==> src/include/pioc_pkg.sv <==
// Constants for the port pin control block: register indices, field
// positions, reset values and pin assignments.
// Assumes a 32-bit AXI4-Lite register bus; byte address = index * 4.
package pioc_pkg;

  // ----------------------------------------------------------------
  // Pin layout
  // ----------------------------------------------------------------
  localparam int NPIN = 15;
  localparam int P0_W = 8;
  localparam int P2_W = 6;
  localparam int P3_W = 1;
  localparam int P2_LSB = 8;
  localparam int P3_LSB = 14;
  localparam int PIN_INVERTED_CORE_CLOCK_OUT = 0;
  localparam int PIN_XCLK = 3;
  localparam int PIN_TX = 4;
  localparam int PIN_RX = 5;

  // ----------------------------------------------------------------
  // Register indices
  // ----------------------------------------------------------------
  localparam int ADDR_W = 10;
  localparam logic [7:0] IDX_P0 = 8'h80;
  localparam logic [7:0] IDX_P2 = 8'hA0;
  localparam logic [7:0] IDX_P3 = 8'hB0;
  localparam logic [7:0] IDX_GPIO_CTL = 8'hE2;
  localparam logic [7:0] IDX_P0_MODE = 8'hA4;
  localparam logic [7:0] IDX_P2_MODE = 8'hA6;
  localparam logic [7:0] IDX_P3_MODE = 8'hA7;
  localparam logic [7:0] IDX_P0_VIEW = 8'hC0;
  localparam logic [7:0] IDX_P2_VIEW = 8'hC1;
  localparam logic [7:0] IDX_P3_VIEW = 8'hC2;

  // ----------------------------------------------------------------
  // Fields and reset values
  // ----------------------------------------------------------------
  localparam int CTL_WEAK_BIT = 7;
  localparam int CTL_INEN_BIT = 6;
  localparam int CTL_INVERTED_CORE_CLOCK_OUT_BIT = 0;
  localparam logic [7:0] CTL_RESET = 8'h40;
  localparam logic [7:0] LATCH_RESET = 8'hFF;
  localparam logic [7:0] MODE_RESET = 8'h00;
  localparam logic [1:0] RESP_OKAY = 2'h0;
  localparam logic [1:0] RESP_SLVERR = 2'h2;

endpackage : pioc_pkg

==> src/logic/pioc_pin_cell.sv <==
// One port pin cell: registered driver and pullup controls.
// Assumes drive already combines the latch with any special signal.
`timescale 1ns/1ps
`default_nettype none
module pioc_pin_cell (
  input wire logic clk_sys,
  input wire logic rst_n,
  input wire logic ce,
  input wire logic latch,
  input wire logic drive,
  input wire logic mode,
  input wire logic weak_pullup_disable,
  output logic pin_out,
  output logic pin_oe,
  output logic pullup_en
);

  // ----------------------------------------------------------------
  // Driver decode
  // ----------------------------------------------------------------
  // Open-drain only ever pulls low; a high drive releases the pin.
  wire next_out = mode & drive;
  wire next_oe = mode | ~drive;
  // Pullup only on an open-drain pin whose latch is 1, to avoid burning power.
  wire next_pu = ~weak_pullup_disable & ~mode & latch;

  always_ff @(posedge clk_sys or negedge rst_n) begin
    if (!rst_n) begin
      pin_out <= 1'b0;
      pin_oe <= 1'b0;
      pullup_en <= 1'b0;
    end else if (ce) begin
      pin_out <= next_out;
      pin_oe <= next_oe;
      pullup_en <= next_pu;
    end
  end

endmodule : pioc_pin_cell
`default_nettype wire

==> src/logic/pioc_port_io.sv <==
// Port pin control: latches, output modes, global control and
// special signal routing for 15 pins, behind an AXI4-Lite slave.
// Assumes pins are asynchronous to clk_sys; uart_tx_out is on clk_sys.
`timescale 1ns/1ps
`default_nettype none
// Operation
// - Fifteen pins, each general purpose, some carrying special signals.
// - Open-drain: low driver on for latch 0, pin floats for latch 1.
// - Push-pull: exactly one driver on, pin follows the latch.
// - Pullup only when enabled globally, open-drain and latch 1.
// - Port read returns sensed pin levels, never the latch.
// - Inverted core clock drives port0_bit0 when routing bit is set.
// - External clock input always comes from port0_bit3.
// - UART transmit goes to port0_bit4, ANDed with its latch.
// - Idle UART transmit stays 1; software keeps that latch at 1.
// - Without global input enable, pins sense nothing.
// - Port reads give pin levels with inputs enabled, else zero.
// - Read-modify-write reads the latch, not the pin.
module pioc_port_io (
  input wire logic clk_sys,
  input wire logic rst_n,
  input wire logic ce,
  input wire logic [pioc_pkg::ADDR_W-1:0] s_axi_awaddr,
  input wire logic s_axi_awvalid,
  output logic s_axi_awready,
  input wire logic [31:0] s_axi_wdata,
  input wire logic [3:0] s_axi_wstrb,
  input wire logic s_axi_wvalid,
  output logic s_axi_wready,
  output logic [1:0] s_axi_bresp,
  output logic s_axi_bvalid,
  input wire logic s_axi_bready,
  input wire logic [pioc_pkg::ADDR_W-1:0] s_axi_araddr,
  input wire logic s_axi_arvalid,
  output logic s_axi_arready,
  output logic [31:0] s_axi_rdata,
  output logic [1:0] s_axi_rresp,
  output logic s_axi_rvalid,
  input wire logic s_axi_rready,
  input wire logic [pioc_pkg::NPIN-1:0] pin_in,
  output logic [pioc_pkg::NPIN-1:0] pin_out,
  output logic [pioc_pkg::NPIN-1:0] pin_oe,
  output logic [pioc_pkg::NPIN-1:0] pin_pullup_en,
  input wire logic uart_tx_out,
  output logic uart_rx_in,
  output logic ext_clock_in
);

  // ----------------------------------------------------------------
  // State
  // ----------------------------------------------------------------
  logic [pioc_pkg::P0_W-1:0] p0_latch;
  logic [pioc_pkg::P2_W-1:0] p2_latch;
  logic [pioc_pkg::P3_W-1:0] p3_latch;
  logic [pioc_pkg::P0_W-1:0] p0_mode;
  logic [pioc_pkg::P2_W-1:0] p2_mode;
  logic [pioc_pkg::P3_W-1:0] p3_mode;
  logic [7:0] gpio_ctl;
  logic [pioc_pkg::NPIN-1:0] pin_s1;
  logic [pioc_pkg::NPIN-1:0] pin_s2;
  logic [pioc_pkg::ADDR_W-1:0] aw_addr;
  logic [7:0] w_byte;
  logic w_lane0;
  logic [pioc_pkg::NPIN-1:0] cell_out;
  logic [pioc_pkg::NPIN-1:0] cell_oe;

  function automatic logic hit(input logic [pioc_pkg::ADDR_W-1:0] a,
                               input logic [7:0] idx);
    hit = (a == {idx, 2'h0});
  endfunction : hit

  // ----------------------------------------------------------------
  // Control fields and pin vectors
  // ----------------------------------------------------------------
  wire weak_pullup_disable = gpio_ctl[pioc_pkg::CTL_WEAK_BIT];
  wire global_input_enable = gpio_ctl[pioc_pkg::CTL_INEN_BIT];
  wire inverted_core_clock_out_route = gpio_ctl[pioc_pkg::CTL_INVERTED_CORE_CLOCK_OUT_BIT];
  wire [pioc_pkg::NPIN-1:0] latch_all = {p3_latch, p2_latch, p0_latch};
  wire [pioc_pkg::NPIN-1:0] mode_all = {p3_mode, p2_mode, p0_mode};
  // Transmit is gated by its own latch, so a 0 there forces the pin low
  wire tx_gated = latch_all[pioc_pkg::PIN_TX] & uart_tx_out;
  wire [pioc_pkg::NPIN-1:0] tx_mask = pioc_pkg::NPIN'(1) << pioc_pkg::PIN_TX;
  wire [pioc_pkg::NPIN-1:0] drive_all =
    (latch_all & ~tx_mask) | ({pioc_pkg::NPIN{tx_gated}} & tx_mask);
  // Inputs are blocked entirely until the global enable is set
  wire [pioc_pkg::NPIN-1:0] sensed =
    global_input_enable ? pin_s2 : '0;

  // ----------------------------------------------------------------
  // Pin cells
  // ----------------------------------------------------------------
  genvar gi;
  generate
    for (gi = 0; gi < pioc_pkg::NPIN; gi++) begin : g_cell
      pioc_pin_cell u_cell (
        .clk_sys(clk_sys),
        .rst_n(rst_n),
        .ce(ce),
        .latch(latch_all[gi]),
        .drive(drive_all[gi]),
        .mode(mode_all[gi]),
        .weak_pullup_disable(weak_pullup_disable),
        .pin_out(cell_out[gi]),
        .pin_oe(cell_oe[gi]),
        .pullup_en(pin_pullup_en[gi])
      );
    end
  endgenerate

  // The clock itself cannot pass a flop; this one bit is a plain mux.
  assign pin_out = {cell_out[pioc_pkg::NPIN-1:1],
                    inverted_core_clock_out_route ? ~clk_sys : cell_out[0]};
  assign pin_oe = {cell_oe[pioc_pkg::NPIN-1:1],
                   inverted_core_clock_out_route | cell_oe[0]};

  // ----------------------------------------------------------------
  // Input synchronisers and special inputs
  // ----------------------------------------------------------------
  always_ff @(posedge clk_sys or negedge rst_n) begin
    if (!rst_n) begin
      pin_s1 <= '0;
      pin_s2 <= '0;
      uart_rx_in <= 1'b1;
      ext_clock_in <= 1'b0;
    end else if (ce) begin
      pin_s1 <= pin_in;
      pin_s2 <= pin_s1;
      // Receive idles high while blocked so no false start bit shows
      uart_rx_in <= ~global_input_enable |
                    pin_s2[pioc_pkg::PIN_RX];
      ext_clock_in <= sensed[pioc_pkg::PIN_XCLK];
    end
  end

  // ----------------------------------------------------------------
  // AXI4-Lite write channel
  // ----------------------------------------------------------------
  wire aw_take = s_axi_awvalid & s_axi_awready;
  wire w_take = s_axi_wvalid & s_axi_wready;
  wire wr_do = ~s_axi_awready & ~s_axi_wready & ~s_axi_bvalid;
  wire wr_en = wr_do & w_lane0;
  wire wh_p0 = hit(aw_addr, pioc_pkg::IDX_P0);
  wire wh_p2 = hit(aw_addr, pioc_pkg::IDX_P2);
  wire wh_p3 = hit(aw_addr, pioc_pkg::IDX_P3);
  wire wh_m0 = hit(aw_addr, pioc_pkg::IDX_P0_MODE);
  wire wh_m2 = hit(aw_addr, pioc_pkg::IDX_P2_MODE);
  wire wh_m3 = hit(aw_addr, pioc_pkg::IDX_P3_MODE);
  wire wh_ctl = hit(aw_addr, pioc_pkg::IDX_GPIO_CTL);
  wire wh_view = hit(aw_addr, pioc_pkg::IDX_P0_VIEW) |
                 hit(aw_addr, pioc_pkg::IDX_P2_VIEW) |
                 hit(aw_addr, pioc_pkg::IDX_P3_VIEW);
  wire w_mapped = wh_p0 | wh_p2 | wh_p3 | wh_m0 | wh_m2 | wh_m3 |
                  wh_ctl | wh_view;
  // Only the three live control bits are stored; the rest read zero
  wire [7:0] ctl_mask = 8'h1 << pioc_pkg::CTL_WEAK_BIT |
                        8'h1 << pioc_pkg::CTL_INEN_BIT |
                        8'h1 << pioc_pkg::CTL_INVERTED_CORE_CLOCK_OUT_BIT;

  always_ff @(posedge clk_sys or negedge rst_n) begin
    if (!rst_n) begin
      s_axi_awready <= 1'b1;
      s_axi_wready <= 1'b1;
      s_axi_bvalid <= 1'b0;
      s_axi_bresp <= pioc_pkg::RESP_OKAY;
      aw_addr <= '0;
      w_byte <= '0;
      w_lane0 <= 1'b0;
    end else if (ce) begin
      if (aw_take) begin
        aw_addr <= s_axi_awaddr;
        s_axi_awready <= 1'b0;
      end
      if (w_take) begin
        w_byte <= s_axi_wdata[7:0];
        w_lane0 <= s_axi_wstrb[0];
        s_axi_wready <= 1'b0;
      end
      if (wr_do) begin
        s_axi_bvalid <= 1'b1;
        s_axi_bresp <= w_mapped ? pioc_pkg::RESP_OKAY
                                : pioc_pkg::RESP_SLVERR;
      end
      if (s_axi_bvalid & s_axi_bready) begin
        s_axi_bvalid <= 1'b0;
        s_axi_awready <= 1'b1;
        s_axi_wready <= 1'b1;
      end
    end
  end

  // ----------------------------------------------------------------
  // Registers
  // ----------------------------------------------------------------
  always_ff @(posedge clk_sys or negedge rst_n) begin
    if (!rst_n) begin
      p0_latch <= pioc_pkg::LATCH_RESET[pioc_pkg::P0_W-1:0];
      p2_latch <= pioc_pkg::LATCH_RESET[pioc_pkg::P2_W-1:0];
      p3_latch <= pioc_pkg::LATCH_RESET[pioc_pkg::P3_W-1:0];
      p0_mode <= pioc_pkg::MODE_RESET[pioc_pkg::P0_W-1:0];
      p2_mode <= pioc_pkg::MODE_RESET[pioc_pkg::P2_W-1:0];
      p3_mode <= pioc_pkg::MODE_RESET[pioc_pkg::P3_W-1:0];
      gpio_ctl <= pioc_pkg::CTL_RESET;
    end else if (ce & wr_en) begin
      // The write lands on the edge that raises s_axi_bvalid, one before the response closes
      if (wh_p0) p0_latch <= w_byte[pioc_pkg::P0_W-1:0];
      if (wh_p2) p2_latch <= w_byte[pioc_pkg::P2_W-1:0];
      if (wh_p3) p3_latch <= w_byte[pioc_pkg::P3_W-1:0];
      if (wh_m0) p0_mode <= w_byte[pioc_pkg::P0_W-1:0];
      if (wh_m2) p2_mode <= w_byte[pioc_pkg::P2_W-1:0];
      if (wh_m3) p3_mode <= w_byte[pioc_pkg::P3_W-1:0];
      if (wh_ctl) gpio_ctl <= w_byte & ctl_mask;
    end
  end

  // ----------------------------------------------------------------
  // AXI4-Lite read channel
  // ----------------------------------------------------------------
  wire ar_take = s_axi_arvalid & s_axi_arready;
  wire rh_p0 = hit(s_axi_araddr, pioc_pkg::IDX_P0);
  wire rh_p2 = hit(s_axi_araddr, pioc_pkg::IDX_P2);
  wire rh_p3 = hit(s_axi_araddr, pioc_pkg::IDX_P3);
  wire rh_m0 = hit(s_axi_araddr, pioc_pkg::IDX_P0_MODE);
  wire rh_m2 = hit(s_axi_araddr, pioc_pkg::IDX_P2_MODE);
  wire rh_m3 = hit(s_axi_araddr, pioc_pkg::IDX_P3_MODE);
  wire rh_ctl = hit(s_axi_araddr, pioc_pkg::IDX_GPIO_CTL);
  wire rh_v0 = hit(s_axi_araddr, pioc_pkg::IDX_P0_VIEW);
  wire rh_v2 = hit(s_axi_araddr, pioc_pkg::IDX_P2_VIEW);
  wire rh_v3 = hit(s_axi_araddr, pioc_pkg::IDX_P3_VIEW);
  wire r_mapped = rh_p0 | rh_p2 | rh_p3 | rh_m0 | rh_m2 | rh_m3 |
                  rh_ctl | rh_v0 | rh_v2 | rh_v3;
  // Port reads give the pins; the view registers give the latch so
  // that software can modify and write back without pin loading.
  wire [7:0] rd_byte =
    rh_p0 ? 8'(sensed[pioc_pkg::P0_W-1:0]) :
    rh_p2 ? 8'(sensed[pioc_pkg::P3_LSB-1:pioc_pkg::P2_LSB]) :
    rh_p3 ? 8'(sensed[pioc_pkg::P3_LSB]) :
    rh_m0 ? 8'(p0_mode) :
    rh_m2 ? 8'(p2_mode) :
    rh_m3 ? 8'(p3_mode) :
    rh_ctl ? gpio_ctl :
    rh_v0 ? 8'(p0_latch) :
    rh_v2 ? 8'(p2_latch) :
    rh_v3 ? 8'(p3_latch) : 8'h00;

  always_ff @(posedge clk_sys or negedge rst_n) begin
    if (!rst_n) begin
      s_axi_arready <= 1'b1;
      s_axi_rvalid <= 1'b0;
      s_axi_rdata <= '0;
      s_axi_rresp <= pioc_pkg::RESP_OKAY;
    end else if (ce) begin
      if (ar_take) begin
        s_axi_arready <= 1'b0;
        s_axi_rvalid <= 1'b1;
        s_axi_rdata <= {24'h000000, rd_byte};
        s_axi_rresp <= r_mapped ? pioc_pkg::RESP_OKAY
                                : pioc_pkg::RESP_SLVERR;
      end else if (s_axi_rvalid & s_axi_rready) begin
        s_axi_rvalid <= 1'b0;
        s_axi_arready <= 1'b1;
      end
    end
  end

  // ----------------------------------------------------------------
  // Checks
  // ----------------------------------------------------------------
  // Pipelined checks need rst_n sampled high as well: at the edge that
  // releases reset the flops still load their reset values.
  wire pu_want2 = ~weak_pullup_disable & ~mode_all[2] & latch_all[2];
  wire xclk_want = global_input_enable & pin_s2[pioc_pkg::PIN_XCLK];

  od_drive_a: assert property (
    @(posedge clk_sys) disable iff (!rst_n)
    rst_n && ce && !mode_all[2] |=>
      pin_oe[2] == !$past(latch_all[2]) && !pin_out[2])
    else $error("open-drain driver wrong");

  pp_drive_a: assert property (
    @(posedge clk_sys) disable iff (!rst_n)
    rst_n && ce && mode_all[2] |=>
      pin_oe[2] && pin_out[2] == $past(latch_all[2]))
    else $error("push-pull driver wrong");

  pullup_a: assert property (
    @(posedge clk_sys) disable iff (!rst_n)
    rst_n && ce |=> pin_pullup_en[2] == $past(pu_want2))
    else $error("weak pullup wrong");

  tx_and_a: assert property (
    @(posedge clk_sys) disable iff (!rst_n)
    rst_n && ce && mode_all[pioc_pkg::PIN_TX] |=>
      pin_out[pioc_pkg::PIN_TX] == $past(tx_gated))
    else $error("transmit gating wrong");

  rd_gate_a: assert property (
    @(posedge clk_sys) disable iff (!rst_n)
    ce && ar_take && rh_p0 && !global_input_enable |=>
      s_axi_rvalid && s_axi_rdata == 32'h00000000)
    else $error("blocked port read not zero");

  rx_block_a: assert property (
    @(posedge clk_sys) disable iff (!rst_n)
    ce && !global_input_enable |=> uart_rx_in)
    else $error("receive not blocked");

  xclk_route_a: assert property (
    @(posedge clk_sys) disable iff (!rst_n)
    rst_n && ce |=> ext_clock_in == $past(xclk_want))
    else $error("external clock routing wrong");

  wr_latch_a: assert property (
    @(posedge clk_sys) disable iff (!rst_n)
    ce && wr_en && wh_p0 |=> p0_latch == $past(w_byte))
    else $error("latch write not taken");

  latch_view_a: assert property (
    @(posedge clk_sys) disable iff (!rst_n)
    ce && ar_take && rh_v0 |=> s_axi_rdata[7:0] == $past(p0_latch))
    else $error("latch view wrong");

  write_done_c: cover property (
    @(posedge clk_sys) disable iff (!rst_n)
    s_axi_bvalid && s_axi_bready && s_axi_bresp == pioc_pkg::RESP_OKAY);
  inverted_core_clock_out_on_c: cover property (
    @(posedge clk_sys) disable iff (!rst_n) inverted_core_clock_out_route);
  input_read_c: cover property (
    @(posedge clk_sys) disable iff (!rst_n)
    ar_take && rh_p0 && global_input_enable ##1 s_axi_rdata != 32'h0);
  tx_forced_c: cover property (
    @(posedge clk_sys) disable iff (!rst_n)
    mode_all[pioc_pkg::PIN_TX] && !tx_gated);
  bad_read_c: cover property (
    @(posedge clk_sys) disable iff (!rst_n)
    s_axi_rvalid && s_axi_rresp == pioc_pkg::RESP_SLVERR);

endmodule : pioc_port_io
`default_nettype wire

==> config.mk <==
export PLATFORM = sky130hd
export DESIGN_NAME = pioc_port_io
export DESIGN_NICKNAME = d
export VERILOG_FILES = /design/src/include/pioc_pkg.sv /design/src/logic/pioc_pin_cell.sv /design/src/logic/pioc_port_io.sv
export SDC_FILE = /design/constraint.sdc
export NUM_CORES = 1
export LEC_CHECK = 0
export ABC_AREA = 1
export BUFFER_PORTS_ARGS = -buffer_cell sky130_fd_sc_hd__buf_2
export CAP_MARGIN = 20
export CORE_ASPECT_RATIO = 0.5
export CORE_MARGIN = 8
export CORE_UTILIZATION = 49
export DETAILED_ROUTE_END_ITERATION = 16
export GPL_TIMING_DRIVEN = 1
export PLACE_DENSITY = 0.74
export SYNTH_ARGS = -nofsm -noshare
export SYNTH_HDL_FRONTEND = slang
export SYNTH_SLANG_ARGS = --single-unit
export TNS_END_PERCENT = 20
==> constraint.sdc <==
create_clock -name clk_sys -period 1.5 [get_ports clk_sys]
set_input_delay 0.075 -clock clk_sys [delete_from_list [all_inputs] [get_ports clk_sys]]
set_output_delay 0.075 -clock clk_sys [all_outputs]
set_load 0.02 [all_outputs]
Yosys cells after proc, flatten, opt, wreduce, memory -nomap -nowiden

Cells that the tools add are included.

Input port bits: 80
Logic and storage cells: 257
Register bits after elaboration: 146
Output and inout port bits: 88

Reduce and logical (&&, ||, !) cells: 19
Bitwise logic cells: 127
Equality and inequality tests: 20
Mux-type cells: 24

Operators with widths:

| operator                                     | count |
|---|---|
| equality test 10 bit (second input constant) | 20 |
| two-way mux 8 bit                            | 8 |
| bitwise AND 1 bit                            | 55 |
| NOT 1 bit                                    | 36 |
| OR 1 bit                                     | 35 |
| AND reduction 2 bit                          | 15 |
| two-way mux 15 bit                           | 1 |
| OR 15 x 5 -> 15 bit                          | 1 |
| two-way mux 1 bit                            | 12 |
| nonzero test 2 bit                           | 4 |
| two-way mux 6 bit                            | 1 |
| two-way mux 2 bit                            | 2 |

Logic depth before layout (Yosys ltp)

Gate-level depths: netlist (run 1).

Depth after elaboration: 11
Mapped depth: 12
Gate-level depth less buffers: 12

Modules after synthesis

A second synthesis (run 1) with hierarchy kept.

Cells, all modules: 848
Area, all modules: 6999.2 um^2

By module, submodules not included:

| module        | area each (um^2) | cells an instance | times used | sequential area each (um^2) |
|---|---|---|---|---|
| pioc_port_io  | 5009.8           | 593               | 1          | 2502.4 |
| pioc_pin_cell | 132.6            | 17                | 15         | 75.1 |

==> results of run 1 <==
final cells by class:
cell class	instances	area (um2)
fillers	1115	4830
flip-flops and latches	144	3630
multi-input cells	508	2500
repair buffers	192	1390
clock buffers	23	513
inverters	71	272
well taps	192	240
clock inverters	13	210
layer usage:
layer | GRT usage (%) | vias up
li1 | - | 2736
met1 | 25.8 | 2765
met2 | 31.2 | 213
met3 | 7.06 | 22
met4 | 5.71 | 0
met5 | 0 | -
worst reg2reg max path: stages (launching register included):
cell and delay, ns:
dfrtp_1 0.41, nor2_4 0.16, buf_4 0.12, buf_4 0.09, nand2_1 0.06, nor2_1 0.15, and3_4 0.22, nand2_2 0.09
nand2_1 0.08, o21ai_0 0.08
stage by stage:
stage               area, um2  util, %  cells  worst slack [ns]  total power, W
detailed placement       7310     53.8   1048           -0.0415         0.00721
global route             8750     64.4   1143            -0.158          0.0133
CTS                      8490     62.4   1128           -0.0305          0.0124
finish                   8750     64.4   1143           -0.0929          0.0127
global placement         7310     53.8   1048            0.0157         0.00713
floorplan                6920        -    816            0.0495         0.00646
worst paths after layout:
check / slack (ns) / to / cells past startpoint
max: -0.09 / gpio_ctl[7]$_DFFE_PN0P_ / 9
min: 0.03 / s_axi_bvalid$_DFFE_PN0P_ / 4
max reg2reg: -0.09 / gpio_ctl[7]$_DFFE_PN0P_ / 9
min reg2reg: 0.47 / pin_s1[13]$_DFFE_PN0P_ / 2
max in group asynchronous: 0.81 / p0_latch[3]$_DFFE_PN1P_ / 3
min in group asynchronous: 0.05 / aw_addr[4]$_DFFE_PN0P_ / 2
registers in the layout, summed over array words and instances (netlist names), 3 cells and up:
signal,cells
aw_addr,10
p0_mode,8
gpio_ctl,3
g_cell.u_cell.pullup_en,15
g_cell.u_cell.pin_out,15
w_byte,8
p2_mode,6
pin_s1,15
g_cell.u_cell.pin_oe,15
p0_latch,8
p2_latch,6
pin_s2,15
s_axi_rdata,8
cell usage in the layout, fill, tap and decap left out, types with 4 or more instances in the layout:
| master | n |
|---|---|
| o21ai_2 | 10 |
| clkbuf_16 | 20 |
| nand3_1 | 36 |
| nand4_1 | 9 |
| buf_2 | 113 |
| inv_2 | 6 |
| a21oi_1 | 30 |
| inv_1 | 63 |
| buf_4 | 23 |
| bufinv_16 | 5 |
| buf_6 | 5 |
| o31ai_1 | 4 |
| nor3_2 | 4 |
| dfstp_2 | 20 |
| a21boi_0 | 6 |
| a21o_1 | 6 |
| nor2_2 | 4 |
| o21ai_0 | 36 |
| o2111ai_1 | 4 |
| dlygate4sd3_1 | 43 |
| o22ai_1 | 4 |
| dfrtp_1 | 124 |
| nor2_1 | 30 |
| nand2_1 | 239 |
| o21ai_1 | 19 |
| nand2_2 | 14 |
| conb_1 | 26 |
| buf_12 | 7 |
where the power goes:
| group | total (W) | switching [W] | internal [W] |
|---|---|---|---|
| sequential | 0.00498 | 0.000442 | 0.00454 |
| clock | 0.00501 | 0.00171 | 0.00330 |
| combinational | 0.00270 | 0.00169 | 0.00102 |
repair_timing:
item | CTS | global route
resized for setup | 6 | 49
setup buffers | 2 | 13
hold buffers | 43 | 0
cloned | 0 | 2
pin swaps | 2 | 11
setup endpoints to repair | 23 | 40
hold endpoints to repair | 176 | 0
cells by family after synthesis:
| family | after synthesis |
|---|---|
| simple gates | 354 |
| mux | 1 |
| flops | 144 |
| compound gates | 126 |
| buf+inv | 165 |
| other cells | 1 |
==> metrics, run 1 <==
worst reg2reg startpoint=aw_addr[0]$_DFFE_PN0P_; first-pass GRT wire length=between 20 and 30 mm; failing checks=setup timing; ANT cells=0; Crit. Startpoint=aw_addr[0]$_DFFE_PN0P_; Tmin final=1.59 ns; Top Layer Used=met4; CTS tree=built; Layout Nets=1018; Iter 0 DRT Violations=588; Die Span Y=around 99 um; DR WL/cell=16.0 um; antenna viol nets, final=0; detailed-placement wirelength estimate=12.8 mm; synth unique cells=43; gr usage total=19.9%; Crit Path Max Fanout=6; slowest stage cell, crit path=dfrtp_1; Top Ports=168; Hold Path Class=in -> reg; count leader, synth=nand2_1; Final WS setup=-0.0929 ns; mux share of post-synthesis cell area=0.165%; Mapped Cells=between 700 and 800; Synth top area share=45.4%; Critical Path AT=between 1.5 and 2 ns; clock-pin slew on the worst setup and hold paths=approximately 0.06 ns; DR vias=5736; Critical Path, Cell by Cell=nor2_4, buf_4, buf_4, nand2_1, nor2_1, and3_4, nand2_2, nand2_1, o21ai_0; status=finished, violations left; Core Rows=30; PortBufs=~110; WL final=18.3 mm; Max-Cap Viols=0; setup_tns=-1.30 ns; initial core utilization=between 50% and 60%; compound-gate portion of the synthesized area=10.6%; post-synthesis sequential area ratio=approximately 53%; Critical Path Start Type=flop; final setup fails=25; Adder-Cell Fraction of Synth Area=0%; vias in the first global route=5836; Layout area overhead=28.2%; min-delay src=ce; core area=roughly 0.014 mm2; Final Cycle Share=106%; most common library cells after synthesis=nand2_1, dfrtp_1, buf_4; skew final=roughly 0.0079 ns; Pwr Density=1450 mW/mm2; gr ovfl total=0; Synth Area in XOR/XNOR=0%; RSZ-0062 raised after global routing=yes; WL met1=about 8.3 mm; Max Clock Freq=628 MHz; fraction of registers with async set/reset=100%; Via density=5.02; nature of the critical path endpoint=flop; Warnings, synthesis=0; Primary FF master, synth=dfrtp_1; Leak=4.41 nW; Worst-Skew Late Latency=roughly 0.52 ns; Critical Path RT=1.90 ns; Synth area leader=dfrtp_1; Setup CP Type=reg -> reg; flip-flop and latch count after synthesis=roughly 140; pin count of the biggest net entering global routing=43; Detailed Routing Iterations Pass 1=5; largest cells by area after synthesis=dfrtp_1, nand2_1, dfstp_2; Buf/Inv on CP=2; crit-path max cell delay=a little over 0.4 ns; Slew Viols, Final=0; largest family of logic cells by synthesized area=simple AND/OR/NAND/NOR gates; EDFF count, synth=0; DR WL met2=roughly 8.3 mm; Die Wd=183 um; Die Area=0.0182 mm2; maximum vdd drop=between 0.8 and 0.9 mV; initial antenna violation count=0; Synth Area in Simple Gates=22.7%; synthesized area=a little under 0.007 mm2; wire length on met3=1.53 mm; worst hold margin=0.0334 ns; DRC Markers=0; share of layout cells above drive strength 1=about 27%; Slew @ Worst Pin=approximately 0.54 ns; RD Place Congestion=0.899; Hold Fails Final Rpt=0; Syn Area/Cell=8.63 um2; Worst path top cell family by delay=simple AND/OR/NAND/NOR gates; Rel. slew slack=63.9%
Power figures use the tool's default switching activity.
==> inputs of run 2 (changes only) <==
--- a/config.mk
+++ b/config.mk
@@ -5,10 +5,10 @@
 export SDC_FILE = /design/constraint.sdc
 export NUM_CORES = 1
 export LEC_CHECK = 0
-export ABC_AREA = 1
+export ABC_AREA = 0
 export BUFFER_PORTS_ARGS = -buffer_cell sky130_fd_sc_hd__buf_2
 export CAP_MARGIN = 20
-export CORE_ASPECT_RATIO = 0.5
+export CORE_ASPECT_RATIO = 1.4
 export CORE_MARGIN = 8
 export CORE_UTILIZATION = 49
 export DETAILED_ROUTE_END_ITERATION = 16
==> metrics, run 2 <==
status=finished, violations left; failing checks=setup timing; RR Endpoint=p0_latch[5]$_DFFE_PN1P_; DRC Markers=0 (unchanged); Final Cycle Share=156% (+50 points); fraction of registers with async set/reset=100% (unchanged); DR WL/cell=17.9 um (+12%); Synth Area in Simple Gates=9.62% (-13 points); detailed-placement wirelength estimate=12.4 mm (-3.4%); clock-pin slew on the worst setup and hold paths=0.06 ns (about the same); largest family of logic cells by synthesized area=multiplexers; worst hold margin=0.00416 ns (-0.0293 ns); initial core utilization=50.3% (+0.051 points); Inst Count DP=889 (-15%); RD Place Congestion=0.867 (-3.5%); power after layout=0.0118 W (-7.4%); Warnings, synthesis=0 (unchanged); final std cell area, no fill=0.00889 mm2 (+1.6%); Die Span Y=155 um (+56%); Critical Path Start Type=flop; Slew Viols, Final=0 (unchanged); commonest cells after routing, fill and taps aside=dfrtp_1, buf_2, mux2_2, buf_4, dlygate4sd3_1; Max Clock Freq=428 MHz (-32%); Layout area overhead=32.0%; RSZ-0062 raised after global routing=yes; number of fillers in the final layout=1025 (-8.1%); pin count of the biggest net entering global routing=50 (+16%); Setup CP Type=reg -> reg; Rel. slew slack=65.2% (+1.3 points); initial antenna violation count=0 (unchanged); Crit Path Max Fanout=8 (+2); Critical Path RT=1.95 ns (+0.05 ns); Mapped Cells=583 (-26%); post-synthesis sequential area ratio=53.9% (+0.74 points); count leader, synth=dfrtp_1; gr ovfl total=0 (unchanged); synth unique cells=48 (+12%); first-pass GRT wire length=27.8 mm (-3.4%); antenna viol nets, final=0 (unchanged); ANT cells=0 (unchanged); Hold Fails Final Rpt=0 (unchanged); Worst-Skew Late Latency=0.53 ns (about the same); EDFF count, synth=0 (unchanged); Critical Path AT=2.79 ns (+0.80 ns); worst reg2reg startpoint=aw_addr[1]$_DFFE_PN0P_; Primary FF master, synth=dfrtp_1; Core Rows=50 (+67%); compound-gate portion of the synthesized area=7.93% (-2.7 points); mux share of post-synthesis cell area=17.5% (+17 points); Synth top area share=46.1% (+0.63 points); Reg2Reg Setup Slack=-0.84 ns (-0.74 ns); Top Ports=168 (unchanged); largest cells by area after synthesis=dfrtp_1, mux2_2, dfstp_2; vias in the first global route=5390 (-7.6%); Max-Cap Viols=0 (unchanged); synthesized area=0.00674 mm2 (-1.4%); skew final=0.00751 ns (-0.000406 ns); sequential cell area=0.00363 mm2 (unchanged); Synth Area in XOR/XNOR=0% (unchanged); Via density=5.11 (+1.8%); Detailed Routing Iterations Pass 1=4 (-1); Tmin final=2.34 ns (+0.745 ns); Adder-Cell Fraction of Synth Area=0% (unchanged); gr usage total=20.3% (+0.34 points); PortBufs=114 (unchanged); Non-Filler Instances=968 (-15%); Die Wd=115 um (-37%); flip-flop and latch count after synthesis=144 (unchanged); Final WS setup=-0.838 ns (-0.745 ns); final setup fails=35 (+40%); Iter 0 DRT Violations=201 (-66%); CTS tree=built; Post-CTS Setup Inserts=0 (-2); Worst Reg-to-Reg Cells=6 (-3); Die Area=0.0178 mm2 (-2.2%); DR vias=4946 (-14%); Syn Area/Cell=11.6 um2 (+34%); core area=0.0134 mm2 (-1.5%); Layout Nets=853 (-16%); Slew @ Worst Pin=0.522 ns (-0.0180 ns); most common cell after layout, fill and taps aside=dfrtp_1; maximum vdd drop=1.03 mV (+19%); nature of the critical path endpoint=flop; most common library cells after synthesis=dfrtp_1, mux2_2, buf_4; Place WS=-0.825 ns (-0.784 ns); WL final=17.3 mm (-5.5%); Leak=4.06 nW (-7.8%); Multi-input gate area=0.00254 mm2 (+1.8%); Hold Path Class=in -> async; dpl cell area=0.00764 mm2 (+4.5%); share of layout cells above drive strength 1=44.9% (+17 points); Synth area leader=dfrtp_1; Pwr Density=1320 mW/mm2 (-8.9%)
-- run 2: final cells by class --
cell class / count / share of cell area [%]
Tap cell: 182 / 2.56
Clock buffer: 28 / 6.46
Timing Repair Buffer: 231 / 18.2
Inverter: 40 / 1.69
Multi-Input combinational cell: 335 / 28.6
Sequential cell: 144 / 40.8
Clock inverter: 8 / 1.69
-- run 2: worst max-delay path, cell delays in order (launching register included) --
cell and delay (ns):
dfrtp_1 0.38, or3_4 0.38, or3_4 0.38, or4_4 0.47, nor3_4 0.17, buf_12 0.15
mux2_2 0.34
-- run 2: where the power goes --
part / switching (W) / leakage [nW] / internal, W
clock: 0.00168 / 0.356 / 0.00337
combinational: 0.000919 / 1.97 / 0.00102
sequential: 0.000414 / 1.74 / 0.00435
-- run 2: cells by family (layout without fill, tap and decap cells) --
family	after synthesis	count (layout)
buffers and inverters	129	307
muxes	106	106
other	1	26
AOI/OAI and AO/OA	84	84
DFF	144	144
and+or+nand+nor	119	119
-- run 2: routing by layer --
metal | vias to the layer above | GRT usage [%] | share of wire (%)
met2 | 163 | 34.8 | 53
met3 | 28 | 5.53 | 6.4
met1 | 2434 | 22.6 | 39
li1 | 2321 | - | -
met5 | - | 0 | 0
met4 | 0 | 9.61 | 2.2
-- run 2: worst max path at each step --
stage | from | endpoint | slack (ns) | cells past startpoint
4_1_cts | aw_addr[1]$_DFFE_PN0P_ | p0_latch[4]$_DFFE_PN1P_ | -0.84 | 6
3_5_place_dp | aw_addr[1]$_DFFE_PN0P_ | p0_latch[4]$_DFFE_PN1P_ | -0.83 | 6
5_1_grt | aw_addr[1]$_DFFE_PN0P_ | p0_latch[1]$_DFFE_PN1P_ | -0.89 | 6
2_1_floorplan | aw_addr[1]$_DFFE_PN0P_ | p0_latch[0]$_DFFE_PN1P_ | -0.76 | 5
6_report | aw_addr[1]$_DFFE_PN0P_ | p0_latch[5]$_DFFE_PN1P_ | -0.84 | 6
3_3_place_gp | aw_addr[1]$_DFFE_PN0P_ | p0_latch[1]$_DFFE_PN1P_ | -0.79 | 6
-- run 2: metrics by stage --
step	util, %	setup TNS (ns)
after floorplan	-	-18.99
after global placement	57.1	-21.10
after global routing	66.4	-20.93
after detailed placement	57.1	-21.77
final	66.4	-18.23
after CTS	66.1	-18.48
-- run 2: timing repair --
action                                 CTS  global route
setup endpoints to repair               36            38
pin swaps                                3             1
hold buffers                            44             0
resized for setup                       12            13
endpoints found under the hold margin  169             0
